### src/hw/spms_map.svh
// register offsets, field positions, reset values and clock-rate reloads of the serial port
`ifndef SPMS_MAP_SVH
`define SPMS_MAP_SVH

// register byte offsets
`define SPMS_OFF_CTRL    8'h2C
`define SPMS_OFF_STAT    8'h30
`define SPMS_OFF_DATA    8'h34
`define SPMS_OFF_PINDIR  8'h38

// port_control_reg fields
`define SPMS_CTRL_IE     7
`define SPMS_CTRL_EN     6
`define SPMS_CTRL_ORD    5
`define SPMS_CTRL_MASTER_SELECT_BIT   4
`define SPMS_CTRL_CLOCK_IDLE_LEVEL   3
`define SPMS_CTRL_CLOCK_PHASE_SEL   2
`define SPMS_CTRL_RATE_H 1
`define SPMS_CTRL_RATE_L 0
`define SPMS_CTRL_RST    8'h00

// port_status_reg fields
`define SPMS_STAT_DONE   7
`define SPMS_STAT_WRITE_COLLISION_FLAG   6
`define SPMS_STAT_DBL    0

// pin direction register fields
`define SPMS_DIR_MOSI    0
`define SPMS_DIR_SCK     1
`define SPMS_DIR_SS      2
`define SPMS_DIR_MISO    3
`define SPMS_DIR_SSLVL   4
`define SPMS_DIR_RST     5'h00

// bit counter value of the last bit of a byte
`define SPMS_BIT_LAST    4'h7

// half-period reload per divisor (half period minus one, in core_clk cycles)
`define SPMS_HALF_D2     7'h00
`define SPMS_HALF_D4     7'h01
`define SPMS_HALF_D8     7'h03
`define SPMS_HALF_D16    7'h07
`define SPMS_HALF_D32    7'h0F
`define SPMS_HALF_D64    7'h1F
`define SPMS_HALF_D128   7'h3F

`endif

### src/hw/spms_pkg.sv
// types shared by the serial port design
package spms_pkg;

    // master clock generator phase, gray along idle -> lead -> trail
    typedef enum logic [1:0] {
        SPMS_PH_IDLE  = 2'b00,
        SPMS_PH_LEAD  = 2'b01,
        SPMS_PH_TRAIL = 2'b11
    } spms_phase_t;

    // serial pin levels seen by the port
    typedef struct packed {
        logic sck_i;
        logic mosi_i;
        logic miso_i;
        logic slave_sel_n_i;
    } spms_pin_in_t;

    // serial pin drive, each enable low while driving
    typedef struct packed {
        logic sck_o;
        logic sck_oe_n;
        logic mosi_o;
        logic mosi_oe_n;
        logic miso_o;
        logic miso_oe_n;
        logic slave_sel_n_o;
        logic slave_sel_oe_n;
    } spms_pin_out_t;

    // complete state of the port
    typedef struct packed {
        logic [7:0]    ctrl;
        logic          dbl;
        logic          done;
        logic          write_collision_flag;
        logic          armed;
        logic [4:0]    dir;
        logic [7:0]    rx_buf;
        logic [7:0]    tx_sh;
        logic [7:0]    rx_sh;
        logic [3:0]    cnt;
        logic [6:0]    div;
        spms_phase_t   phase;
        logic          xfer_on;
        logic          sck_lvl;
        logic          sck_prev;
        logic [31:0]   prdata;
        logic          pready;
        logic          pslverr;
        logic          irq;
        spms_pin_out_t pins;
    } spms_state_t;

endpackage : spms_pkg

### src/hw/spms_port.sv
// byte-wide serial port, master or slave, with apb register access
`timescale 1ns/1ps
`include "spms_map.svh"
module spms_port #(
    parameter int ADDR_W = 8
) (
    // clock and reset
    input  wire logic                  core_clk,
    input  wire logic                  sys_rst,
    // apb slave
    input  wire logic                  psel,
    input  wire logic                  penable,
    input  wire logic                  pwrite,
    input  wire logic [ADDR_W-1:0]     paddr,
    input  wire logic [31:0]           pwdata,
    output logic      [31:0]           prdata,
    output logic                       pready,
    output logic                       pslverr,
    // cpu interrupt side
    input  wire logic                  global_irq_en,
    input  wire logic                  irq_vector_taken,
    output logic                       irq_req,
    // serial pins
    input  spms_pkg::spms_pin_in_t     pin_in,
    output spms_pkg::spms_pin_out_t    pin_out
);

    // refuse address widths that cannot hold the map
    if (ADDR_W < 6 || ADDR_W > 32) begin : g_bad_addr
        $error("spms_port: ADDR_W must be 6 to 32");
    end

    spms_pkg::spms_state_t s_ff;
    spms_pkg::spms_state_t nxt_s;

    logic       en;
    logic       mst;
    logic       slv;
    logic       clock_idle_level;
    logic       clock_phase_sel;
    logic       lsb;
    logic       forced;
    logic       m_tick;
    logic       s_edge;
    logic       lead;
    logic       trail;
    logic       sample;
    logic       setup;
    logic       last;
    logic       rx_in;
    logic       acc;
    logic       issue;
    logic       hit;
    logic       sel_ctrl;
    logic       sel_stat;
    logic       sel_data;
    logic       sel_dir;
    logic       data_wr;
    logic       start;
    logic       set_done;
    logic       clr_flags;
    logic [6:0] half;
    logic [7:0] rx_next;
    logic [7:0] rd_mux;

    // rate table: divisor half-period reload
    function automatic logic [6:0] half_of(input logic [2:0] code);
        logic [6:0] h;
        h = `SPMS_HALF_D4;
        unique case (code)
            3'h0: h = `SPMS_HALF_D4;
            3'h1: h = `SPMS_HALF_D16;
            3'h2: h = `SPMS_HALF_D64;
            3'h3: h = `SPMS_HALF_D128;
            3'h4: h = `SPMS_HALF_D2;
            3'h5: h = `SPMS_HALF_D8;
            3'h6: h = `SPMS_HALF_D32;
            3'h7: h = `SPMS_HALF_D64;
        endcase
        return h;
    endfunction : half_of

    // mode decode
    assign en     = s_ff.ctrl[`SPMS_CTRL_EN];
    assign mst    = en & s_ff.ctrl[`SPMS_CTRL_MASTER_SELECT_BIT];
    assign slv    = en & ~s_ff.ctrl[`SPMS_CTRL_MASTER_SELECT_BIT] & ~pin_in.slave_sel_n_i;
    assign clock_idle_level   = s_ff.ctrl[`SPMS_CTRL_CLOCK_IDLE_LEVEL];
    assign clock_phase_sel   = s_ff.ctrl[`SPMS_CTRL_CLOCK_PHASE_SEL];
    assign lsb    = s_ff.ctrl[`SPMS_CTRL_ORD];
    assign forced = mst & ~s_ff.dir[`SPMS_DIR_SS] & ~pin_in.slave_sel_n_i;
    // rate bits only reach the master generator
    assign half   = half_of({s_ff.dbl, s_ff.ctrl[`SPMS_CTRL_RATE_H],
                             s_ff.ctrl[`SPMS_CTRL_RATE_L]});

    // clock edges: generated in master, detected on the pin in slave
    assign m_tick = mst & ~forced & (s_ff.phase != spms_pkg::SPMS_PH_IDLE) & (s_ff.div == 7'h00);
    assign s_edge = slv & (pin_in.sck_i != s_ff.sck_prev);
    assign lead   = m_tick ? (s_ff.phase == spms_pkg::SPMS_PH_LEAD)
                           : (s_edge & (pin_in.sck_i != clock_idle_level));
    assign trail  = m_tick ? (s_ff.phase == spms_pkg::SPMS_PH_TRAIL)
                           : (s_edge & (pin_in.sck_i == clock_idle_level));
    assign sample = clock_phase_sel ? trail : lead;
    assign setup  = clock_phase_sel ? (lead & (s_ff.cnt != 4'h0)) : trail;
    assign last   = trail & (s_ff.cnt == `SPMS_BIT_LAST);
    assign rx_in  = mst ? pin_in.miso_i : pin_in.mosi_i;
    // receive shift with bit order
    assign rx_next = !sample ? s_ff.rx_sh
                   : (lsb ? {rx_in, s_ff.rx_sh[7:1]} : {s_ff.rx_sh[6:0], rx_in});

    // apb decode: answer one cycle into the access phase
    assign issue    = psel & penable & ~s_ff.pready;
    assign acc      = psel & penable & s_ff.pready;
    assign sel_ctrl = (paddr == ADDR_W'(`SPMS_OFF_CTRL));
    assign sel_stat = (paddr == ADDR_W'(`SPMS_OFF_STAT));
    assign sel_data = (paddr == ADDR_W'(`SPMS_OFF_DATA));
    assign sel_dir  = (paddr == ADDR_W'(`SPMS_OFF_PINDIR));
    assign hit      = sel_ctrl | sel_stat | sel_data | sel_dir;
    assign data_wr  = acc & pwrite & sel_data;
    assign start    = data_wr & ~s_ff.xfer_on;
    assign set_done = (last & s_ff.xfer_on) | forced;
    assign clr_flags = acc & sel_data & s_ff.armed;

    // read data mux, reserved status bits zero
    always_comb begin
        rd_mux = 8'h00;
        if (sel_ctrl) begin
            rd_mux = s_ff.ctrl;
        end else if (sel_stat) begin
            rd_mux = {s_ff.done, s_ff.write_collision_flag, 5'h00, s_ff.dbl};
        end else if (sel_data) begin
            rd_mux = s_ff.rx_buf;
        end else if (sel_dir) begin
            rd_mux = {3'h0, s_ff.dir};
        end
    end

    // next state of the whole port
    always_comb begin
        nxt_s         = s_ff;
        nxt_s.pready  = issue;
        nxt_s.pslverr = issue & ~hit;
        if (issue) begin
            nxt_s.prdata = {24'h000000, rd_mux};
        end
        // register writes
        if (acc & pwrite & sel_ctrl) begin
            nxt_s.ctrl = pwdata[7:0];
        end
        if (acc & pwrite & sel_stat) begin
            nxt_s.dbl = pwdata[`SPMS_STAT_DBL];
        end
        if (acc & pwrite & sel_dir) begin
            nxt_s.dir = pwdata[4:0];
        end
        // status read with a flag set arms the clear
        if (acc & ~pwrite & sel_stat & (s_ff.done | s_ff.write_collision_flag)) begin
            nxt_s.armed = 1'b1;
        end
        if (clr_flags) begin
            nxt_s.armed = 1'b0;
        end
        // collision: data write while a byte is moving
        nxt_s.write_collision_flag = (s_ff.write_collision_flag & ~clr_flags) | (data_wr & s_ff.xfer_on);
        // done: set wins over vector and sequence clears
        // a lost set would hide a finished byte from polling software
        nxt_s.done = (s_ff.done & ~clr_flags & ~irq_vector_taken) | set_done;
        nxt_s.sck_prev = pin_in.sck_i;
        // serial engine
        nxt_s.rx_sh = rx_next;
        if (setup) begin
            nxt_s.tx_sh = lsb ? {1'b0, s_ff.tx_sh[7:1]} : {s_ff.tx_sh[6:0], 1'b0};
        end
        if (mst & ~forced) begin
            if (m_tick) begin
                nxt_s.div     = half;
                nxt_s.sck_lvl = ~s_ff.sck_lvl;
                nxt_s.phase   = lead ? spms_pkg::SPMS_PH_TRAIL : spms_pkg::SPMS_PH_LEAD;
            end else if (s_ff.phase != spms_pkg::SPMS_PH_IDLE) begin
                nxt_s.div = s_ff.div - 7'h01;
            end else begin
                nxt_s.sck_lvl = clock_idle_level;
            end
        end else if (slv & s_edge & ~s_ff.xfer_on) begin
            nxt_s.xfer_on = 1'b1;
        end
        if (trail) begin
            nxt_s.cnt = s_ff.cnt + 4'h1;
        end
        // byte end: stop, keep the received byte
        if (last) begin
            nxt_s.cnt     = 4'h0;
            nxt_s.xfer_on = 1'b0;
            nxt_s.phase   = spms_pkg::SPMS_PH_IDLE;
            nxt_s.rx_buf  = rx_next;
        end
        // data write with no byte moving loads the shifter, master starts its clock
        if (start) begin
            nxt_s.tx_sh = pwdata[7:0];
            if (mst & ~forced) begin
                nxt_s.xfer_on = 1'b1;
                nxt_s.phase   = spms_pkg::SPMS_PH_LEAD;
                nxt_s.div     = half;
                nxt_s.cnt     = 4'h0;
                nxt_s.sck_lvl = clock_idle_level;
            end
        end
        // another master pulls select: drop to slave
        // sck and mosi follow the cleared master bit and let go of the wires
        if (forced) begin
            nxt_s.ctrl[`SPMS_CTRL_MASTER_SELECT_BIT] = 1'b0;
            nxt_s.phase   = spms_pkg::SPMS_PH_IDLE;
            nxt_s.xfer_on = 1'b0;
            nxt_s.cnt     = 4'h0;
        end
        // slave deselected or port off: reset send and receive logic
        if (~en | (~s_ff.ctrl[`SPMS_CTRL_MASTER_SELECT_BIT] & pin_in.slave_sel_n_i)) begin
            nxt_s.cnt     = 4'h0;
            nxt_s.rx_sh   = 8'h00;
            nxt_s.xfer_on = 1'b0;
            nxt_s.phase   = spms_pkg::SPMS_PH_IDLE;
        end
        // interrupt request
        nxt_s.irq = nxt_s.ctrl[`SPMS_CTRL_IE] & nxt_s.done & global_irq_en;
        // pin drive from the next state
        nxt_s.pins.sck_o     = nxt_s.sck_lvl;
        nxt_s.pins.mosi_o    = lsb ? nxt_s.tx_sh[0] : nxt_s.tx_sh[7];
        nxt_s.pins.miso_o    = lsb ? nxt_s.tx_sh[0] : nxt_s.tx_sh[7];
        nxt_s.pins.sck_oe_n  = ~(nxt_s.ctrl[`SPMS_CTRL_EN] & nxt_s.ctrl[`SPMS_CTRL_MASTER_SELECT_BIT]
                                 & nxt_s.dir[`SPMS_DIR_SCK]);
        nxt_s.pins.mosi_oe_n = ~(nxt_s.ctrl[`SPMS_CTRL_EN] & nxt_s.ctrl[`SPMS_CTRL_MASTER_SELECT_BIT]
                                 & nxt_s.dir[`SPMS_DIR_MOSI]);
        nxt_s.pins.miso_oe_n = ~(nxt_s.ctrl[`SPMS_CTRL_EN] & ~nxt_s.ctrl[`SPMS_CTRL_MASTER_SELECT_BIT]
                                 & ~pin_in.slave_sel_n_i & nxt_s.dir[`SPMS_DIR_MISO]);
        nxt_s.pins.slave_sel_n_o  = nxt_s.dir[`SPMS_DIR_SSLVL];
        nxt_s.pins.slave_sel_oe_n = ~(nxt_s.dir[`SPMS_DIR_SS]
                                      & ~(nxt_s.ctrl[`SPMS_CTRL_EN]
                                          & ~nxt_s.ctrl[`SPMS_CTRL_MASTER_SELECT_BIT]));
    end

    // state register
    always_ff @(posedge core_clk or posedge sys_rst) begin
        if (sys_rst) begin
            s_ff                     <= '0;
            s_ff.ctrl                <= `SPMS_CTRL_RST;
            s_ff.dir                 <= `SPMS_DIR_RST;
            s_ff.phase               <= spms_pkg::SPMS_PH_IDLE;
            s_ff.pins.sck_oe_n       <= 1'b1;
            s_ff.pins.mosi_oe_n      <= 1'b1;
            s_ff.pins.miso_oe_n      <= 1'b1;
            s_ff.pins.slave_sel_oe_n <= 1'b1;
        end else begin
            s_ff <= nxt_s;
        end
    end

    // outputs straight from the state register
    assign prdata  = s_ff.prdata;
    assign pready  = s_ff.pready;
    assign pslverr = s_ff.pslverr;
    assign irq_req = s_ff.irq;
    assign pin_out = s_ff.pins;
endmodule : spms_port

### config.mk
export PLATFORM = sky130hd
export DESIGN_NAME = spms_port
export DESIGN_NICKNAME = d
export VERILOG_FILES = /design/src/hw/spms_pkg.sv /design/src/hw/spms_port.sv
export VERILOG_INCLUDE_DIRS = /design/src /design/src/hw
export SDC_FILE = /design/constraint.sdc
export NUM_CORES = 1
export LEC_CHECK = 0
export BUFFER_PORTS_ARGS = -buffer_cell sky130_fd_sc_hd__buf_2
export CAP_MARGIN = 20
export CORE_UTILIZATION = 55
export DETAILED_ROUTE_END_ITERATION = 16
export PLACE_DENSITY = 0.81
export SLEW_MARGIN = 20
export SYNTH_ARGS = -nofsm -noshare
export SYNTH_HDL_FRONTEND = slang
export SYNTH_SLANG_ARGS = --single-unit
### constraint.sdc
create_clock -name core_clk -period 2.8 [get_ports core_clk]
set_clock_uncertainty 0.05 [all_clocks]
set_input_delay 0.14 -clock core_clk [delete_from_list [all_inputs] [get_ports core_clk]]
set_output_delay 0.14 -clock core_clk [all_outputs]
set_load 0.02 [all_outputs]
Yosys cells after proc, flatten, opt, wreduce, memory -nomap -nowiden. Memories as Yosys holds them, arrays and structs flattened. Cells that the tools add are included.

Reductions and logical operators: 5. Add/sub/neg operators: 2. Bitwise gates (word level): 71. Muxes and demuxes: 39. Equal/unequal tests: 10.

Operators with widths (count): 8-bit two-way mux (9); 1-bit AND (45); 8-bit by 6-bit equality test with 1-bit output (second input constant) (4); 15-bit two-way mux (2); 1-bit NOT (18); 1-bit two-way mux (14); 7-bit two-way mux (2); 12-bit two-way mux (1); 4-bit two-way mux (3); 5-bit two-way mux (2); 3-bit two-way mux (3); 9-bit two-way mux (1); 1-bit bitwise OR (8); 7-bit logical NOT (1); 7-bit by 1-bit subtractor with 7-bit output (second input constant) (1); 2-bit nonzero test (3); 4-bit by 1-bit adder with 4-bit output (second input constant) (1); 4-bit by 3-bit equality test with 1-bit output (second input constant) (1); 2-bit two-way mux (2); 4-bit nonzero test (1); 2-bit by 1-bit equality test with 1-bit output (second input constant) (1); 2-bit equality test (second input constant) (1); 1-bit inequality test (2); 1-bit equality test (1).

Bits in read-only memories: 48. Register bits: 74. Logic and storage cells: 155. Output and inout bits: 43. Memories: 1.

Memory list: (name not given) (depth 8, width 6, read ports 1, clocked after memory_dff 0, wr ports 0, line spms_port.sv:70) `unique case (code)`.

Depth between registers and ports, before layout. Gate-level depths: netlist of the first run.

Word-level depth: 16. Mapped depth: 10.

Least setup slack after synthesis of the first run. Ideal clock, no wire load.

Path type: reg2reg. Start point: register s_ff[50] in the netlist's numbering. End point: register s_ff[50] in the netlist's numbering. Clock period less this slack: 2.241 ns. Slack: 0.559 ns. Data required time: 2.626 ns. Stages on the path, launching flop included: 6. Arrival time: 2.067 ns. Cells stage by stage: dfrtp_1 -> or4_4 -> nor4_2 -> a21oi_2 -> and3_1 -> a211o_1.

RTL lines: start, declared (line spms_port.sv:33) `spms_pkg::spms_state_t s_ff;`; start signal, assigned (line spms_port.sv:252) `s_ff <= nxt_s;`.

==> results of run 1 <==
-- power by group through the flow --
stage	clock network (mW)	logic [mW]	registers [mW]
after floorplan	0	0.0964	1.08
after global placement	0	0.119	1.08
after detailed placement	0	0.120	1.08
after CTS	0.727	0.124	1.06
after global routing	0.769	0.139	1.06
final	0.725	0.124	1.06
-- worst max-delay path: stages, from the launching register on --
cell and delay, ns:
dfrtp_1 0.43, or4_4 0.63, nor3_4 0.28, a31oi_4 0.17, nand4bb_4 0.45, nand3b_2 0.24, o21ba_1 0.16
-- flip-flops by register name, indices dropped and copies added (netlist names), named ones only --
register,flops
s_ff,51
prdata,8
pin_out,6
clock_idle_level,1
clock_phase_sel,1
en,1
irq_req,1
lsb,1
pready,1
pslverr,1
-- synthesized netlist by cell type, types with 8 or more instances --
master,count
buf_4,41
o21ai_1,15
inv_1,13
mux2i_1,18
nand2_1,44
o21ai_0,22
nor2_1,41
nand3_1,8
a21oi_1,24
mux2_2,23
dfrtp_1,69
-- area by class of cell --
class                      instances  area (um^2)  area share, %
inverter                          13        48.80          1.072
sequential                        73         1832          40.25
timing repair buffer              57        337.8          7.424
clock buffer                      13        148.9          3.272
clock inverter                     3        18.77         0.4124
tap                               99        123.9          2.722
multi-input combinational        316         2041          44.84
-- final timing paths --
check                           slack [ns]  cells after the start               endpoint
max in group asynchronous             1.98                      4   pin_out[2]$_DFF_PP1_
worst min-delay path                  0.01                      3   s_ff[70]$_DFFE_PP0P_
min in group asynchronous             0.34                      4  prdata[1]$_DFFE_PP0P_
worst max-delay path                  0.26                      6     s_ff[47]$_DFF_PP0_
worst max register to register        0.26                      6     s_ff[47]$_DFF_PP0_
worst min register to register        0.43                      2  prdata[5]$_DFFE_PP0P_
-- per-layer routing --
metal	vias up	track usage, %	routed length (um)	part of all wire (%)
li1	1533	-	-	-
met1	1547	31.95	3947	45
met2	89	35.54	4162	48
met3	12	5.850	516	5.9
met4	0	7.504	110	1.3
met5	-	0	0	0
-- kinds of logic (layout without fill, tap and decap cells) --
| family | count (synthesis) | count (layout) | synth area share (%) |
|---|---|---|---|
| AND/OR/NAND/NOR | 145 | 145 | 18.57 |
| AO/OA/AOI/OAI | 96 | 96 | 14.63 |
| flip-flops | 73 | 73 | 43.37 |
| buffers and inverters | 67 | 86 | 10.37 |
| multiplexers | 42 | 42 | 10.75 |
| XOR/XNOR | 5 | 5 | 1.037 |
| adder cells (fa/ha/maj) | 4 | 4 | 1.185 |
| other | 1 | 24 | 0.08878 |
-- stage by stage --
stage | hold WS [ns] | instances | util, %
2_1_floorplan | 0.1214 | 456 | -
3_3_place_gp | 0.2049 | 554 | 59.24
3_5_place_dp | 0.2058 | 554 | 59.24
4_1_cts | 0.01200 | 574 | 62.08
5_1_grt | 0.01804 | 574 | 62.08
6_report | 0.01455 | 574 | 62.08
-- timing repair --
item,in CTS,in global routing
setup endpoints to repair,0,0
endpoints found under the hold margin,73,0
hold buffers,4,0
==> results.sh, run 1 <==
export IMPL_ys_async_sr_fraction_pct=100.0
export IMPL_final_common_cell="dfrtp_1"
export IMPL_placed_area_um2=4343
export IMPL_slew_violations=0
export IMPL_critPathMaxFanout=20
export IMPL_grt_pass1_wl_mm=13.65
export IMPL_seqPwrFrac_pct=55.6
export IMPL_cp_end_kind="register"
export IMPL_leakage_nw=2.169
export IMPL_synth_cells=433
export IMPL_clockBufferDepth=2
export IMPL_hold_path_startpoint="pwdata[3]"
export IMPL_rr_startpoint="s_ff[50]$_DFF_PP0_"
export IMPL_ys_warn_count=0
export IMPL_period_minus_slack_ns=2.535
export IMPL_num_io_pins=94
export IMPL_fp_coreArea_um2=7331
export IMPL_ys_seq_elements=73
export IMPL_p_int_mw=1.437
export IMPL_setup_viol=0
export IMPL_gr_total_overflow=0
export IMPL_yosysTopAreaCell="dfrtp_1"
export IMPL_power_per_cell_area_nw_per_um2=419.6
export IMPL_grt_start_max_net_pins=74
export IMPL_status="finished clean"
export IMPL_start_util_pct=57.62
export IMPL_design_area_um2=4551
export IMPL_dr_pass1_iters=4
export IMPL_slew_headroom_pct=61.14
export IMPL_grt_use_total_pct=23.04
export IMPL_rows=31
export IMPL_wl_per_cell_um=15.22
export IMPL_p_total_mw=1.910
export IMPL_worst_setup_path_start_kind="register"
export IMPL_antenna_found_initial=0
export IMPL_place_ws_ns=0.2738
export IMPL_synth_top_flop_cell="dfrtp_1"
export IMPL_drtIter0Drc=173
export IMPL_cts_root_buf="clkbuf_8"
export IMPL_p_comb_share_pct=6.5
export IMPL_antenna_cells=0
export IMPL_port_buffers=45
export IMPL_clock_fmax_mhz=394.4
export IMPL_cts_tree="done"
export IMPL_drive_gt1_share_pct=23.37
export IMPL_ys_seq_area_share_pct=43.36
export IMPL_die_h_um=89.64
export IMPL_die_area_um2=8034
export IMPL_maxCapViolations=0
export IMPL_synth_area_leaders="dfrtp_1 41%, buf_4 7.3%, mux2_2 6.1%, mux2i_1 4.3%, nand2_1 3.9%"
export IMPL_yosys_area_top_type_share_pct=40.88
export IMPL_cts_clk_slew_worst_paths_ns=0.07
export IMPL_first_global_vias=2837
export IMPL_setup_ws_ns=0.2646
export IMPL_synth_edf_count=0
export IMPL_cts_setup_buffers=0
export IMPL_clkPwrFrac_pct=37.9
export IMPL_crit_type="register to register"
export IMPL_crit_arrival_ns=2.72
export IMPL_wirelength_mm=8.737
export IMPL_final_nets=525
export IMPL_numClockSinks=73
export IMPL_hold_path_class="input port to register"
export IMPL_ant_nets=0
export IMPL_hold_viol_final=0
export IMPL_cts_made_buffers=9
export IMPL_via_per_inst=5.542
export IMPL_p_switching_mw=0.4724
export IMPL_die_width_um=89.64
export IMPL_vias=3181
export IMPL_netSwitchingFraction_pct=24.74
export IMPL_final_setup_tns_ns=0
export IMPL_cp_required_ns=2.99
export IMPL_fin_crit_sh_pct=90.55
export IMPL_clk_latency_ns=0.35
export IMPL_yosysUniqueCellTypes=63
export IMPL_avgSynthCellArea_um2=9.755
export IMPL_drt_drc_violations_left=0
export IMPL_ctsResizeCount=0
export IMPL_h_tree_depth=3
export IMPL_nFillCells=631
export IMPL_tightest_slew_ns=0.5769
export IMPL_rsz0062_at_grt="false"
export IMPL_dp_hpwl_mm=6.433
export IMPL_area_delta_synth_final_pct=7.731
export IMPL_ir_drop_mv=0.2945
export IMPL_place_congestion=0.9020
export IMPL_synthesis_area_um2=4224
export IMPL_cp_startpoint="s_ff[50]$_DFF_PP0_"
export IMPL_mostFrequentLayoutCells="69 x dfrtp_1, 45 x buf_2, 44 x nand2_1, 41 x nor2_1"
(Power assumes the default switching activity.)
==> inputs of run 2 (changes only) <==
==> constraint.sdc (replaced) <==
create_clock -name core_clk -period 2.7 [get_ports core_clk]
set_clock_uncertainty 0.05 [all_clocks]
set_input_delay 0.135 -clock core_clk [delete_from_list [all_inputs] [get_ports core_clk]]
set_output_delay 0.135 -clock core_clk [all_outputs]
set_load 0.02 [all_outputs]
==> results.sh, run 2 (synthesis results as in run 1) <==
export IMPL_nFillCells=624
export IMPL_place_ws_ns=0.2859
export IMPL_antenna_found_initial=0
export IMPL_grt_pass1_wl_mm=14.22
export IMPL_crit_arrival_ns=2.64
export IMPL_grt_use_total_pct=23.98
export IMPL_place_congestion=0.9075
export IMPL_clk_latency_ns=0.35
export IMPL_placed_area_um2=4358
export IMPL_multiInputGateArea_um2=2041
export IMPL_cp_cell_sequence="or4_4 > nor3_4 > a31oi_4 > mux2_4 > mux2i_1 > o21ai_1"
export IMPL_num_io_pins=94
export IMPL_cts_made_buffers=9
export IMPL_setup_viol=0
export IMPL_start_util_pct=57.62
export IMPL_maxCapViolations=0
export IMPL_critical_path_max_stage_delay_ns=0.63
export IMPL_final_nets=528
export IMPL_fin_crit_sh_pct=91.06
export IMPL_dr_pass1_iters=4
export IMPL_area_delta_synth_final_pct=8.412
export IMPL_final_setup_tns_ns=0
export IMPL_grt_start_max_net_pins=43
export IMPL_die_width_um=89.64
export IMPL_ir_drop_mv=0.2869
export IMPL_clock_fmax_mhz=406.7
export IMPL_via_per_inst=5.575
export IMPL_drt_drc_violations_left=0
export IMPL_period_minus_slack_ns=2.459
export IMPL_crit_type="register to register"
export IMPL_cp_required_ns=2.88
export IMPL_drtIter0Drc=145
export IMPL_p_total_mw=1.978
export IMPL_wirelength_mm=8.924
export IMPL_rsz0062_at_grt="false"
export IMPL_power_per_cell_area_nw_per_um2=432.0
export IMPL_numClockSinks=73
export IMPL_die_h_um=89.64
export IMPL_cts_setup_buffers=0
export IMPL_fp_coreArea_um2=7331
export IMPL_vias=3211
export IMPL_holdWs_ns=0.01429
export IMPL_clockBufferDepth=2
export IMPL_leakage_nw=2.181
export IMPL_mostFrequentLayoutCells="69 x dfrtp_1, 45 x buf_2, 44 x nand2_1, 41 x nor2_1"
export IMPL_path_delay_family="simple AND/OR/NAND/NOR gates"
export IMPL_antenna_cells=0
export IMPL_cts_tree="done"
export IMPL_port_buffers=45
export IMPL_status="finished clean"
export IMPL_cts_root_buf="clkbuf_8"
export IMPL_top_register="s_ff"
export IMPL_design_area_um2=4579
export IMPL_tightest_slew_ns=0.7158
export IMPL_hold_path_class="input port to register"
export IMPL_setup_ws_ns=0.2413
export IMPL_cp_end_kind="register"
export IMPL_h_tree_depth=3
export IMPL_die_area_um2=8034
export IMPL_rows=31
export IMPL_hold_viol_final=0
export IMPL_critPathMaxFanout=8
export IMPL_worst_setup_path_start_kind="register"
export IMPL_cts_clk_slew_worst_paths_ns=0.07
export IMPL_wl_per_cell_um=15.49
export IMPL_gr_total_overflow=0
export IMPL_seq_area_um2=1832
export IMPL_path_buf_inv=0
export IMPL_crit_slowest_cell="or4_4"
export IMPL_ant_nets=0
export IMPL_largest_reg_flops=51
export IMPL_dp_hpwl_mm=6.731
export IMPL_final_common_cell="dfrtp_1"
export IMPL_slew_headroom_pct=52.21
export IMPL_first_global_vias=2954
export IMPL_drive_gt1_share_pct=23.90
export IMPL_slew_violations=0
## run 2: per-layer routing
metal  share of wire, %  track usage, %  wire, um
met2                 48           37.19      4297
met3                6.7           6.124       594
met1                 44           33.04      3930
met5                  0               0         0
met4                1.1           7.792       102
## run 2: worst paths after layout
path | slack [ns] | cells past startpoint | from | to
hold / removal | 0.01 | 2 | paddr[2] | s_ff[88]$_DFFE_PP0P_
hold reg to reg | 0.43 | 2 | prdata[2]$_DFFE_PP0P_ | prdata[2]$_DFFE_PP0P_
setup reg to reg | 0.24 | 6 | s_ff[50]$_DFF_PP0_ | s_ff[78]$_DFFE_PP0P_
min in group asynchronous | 0.40 | 3 | sys_rst | prdata[0]$_DFFE_PP0P_
max in group asynchronous | 1.49 | 4 | sys_rst | pin_out[0]$_DFF_PP1_
setup / recovery | 0.24 | 6 | s_ff[50]$_DFF_PP0_ | s_ff[78]$_DFFE_PP0P_
## run 2: cell type report
class	instances	share of cell area (%)
repair buffers	60	7.924
well taps	99	2.705
inverters	13	1.066
multi-input cells	316	44.56
clock buffers	11	3.087
flip-flops and latches	73	40.00
clock inverters	4	0.6557
## run 2: where the power goes
| part | total, mW | internal, mW | switching, mW |
|---|---|---|---|
| Combinational | 0.130 | 0.0358 | 0.0943 |
| Sequential | 1.10 | 1.10 | 0.00383 |
| Clock | 0.747 | 0.355 | 0.392 |
## run 2: stage by stage
step / std cells / util (%)
global route: 576 / 62.47
CTS: 576 / 62.47
finish: 576 / 62.47
detailed placement: 556 / 59.45
floorplan: 456 / -
global placement: 556 / 59.45
## run 2: what timing repair did
item / CTS / global route
endpoints found under the setup margin: 0 / 0
hold buffers: 5 / 0
endpoints found under the hold margin: 34 / 0
resized for setup: 0 / 0
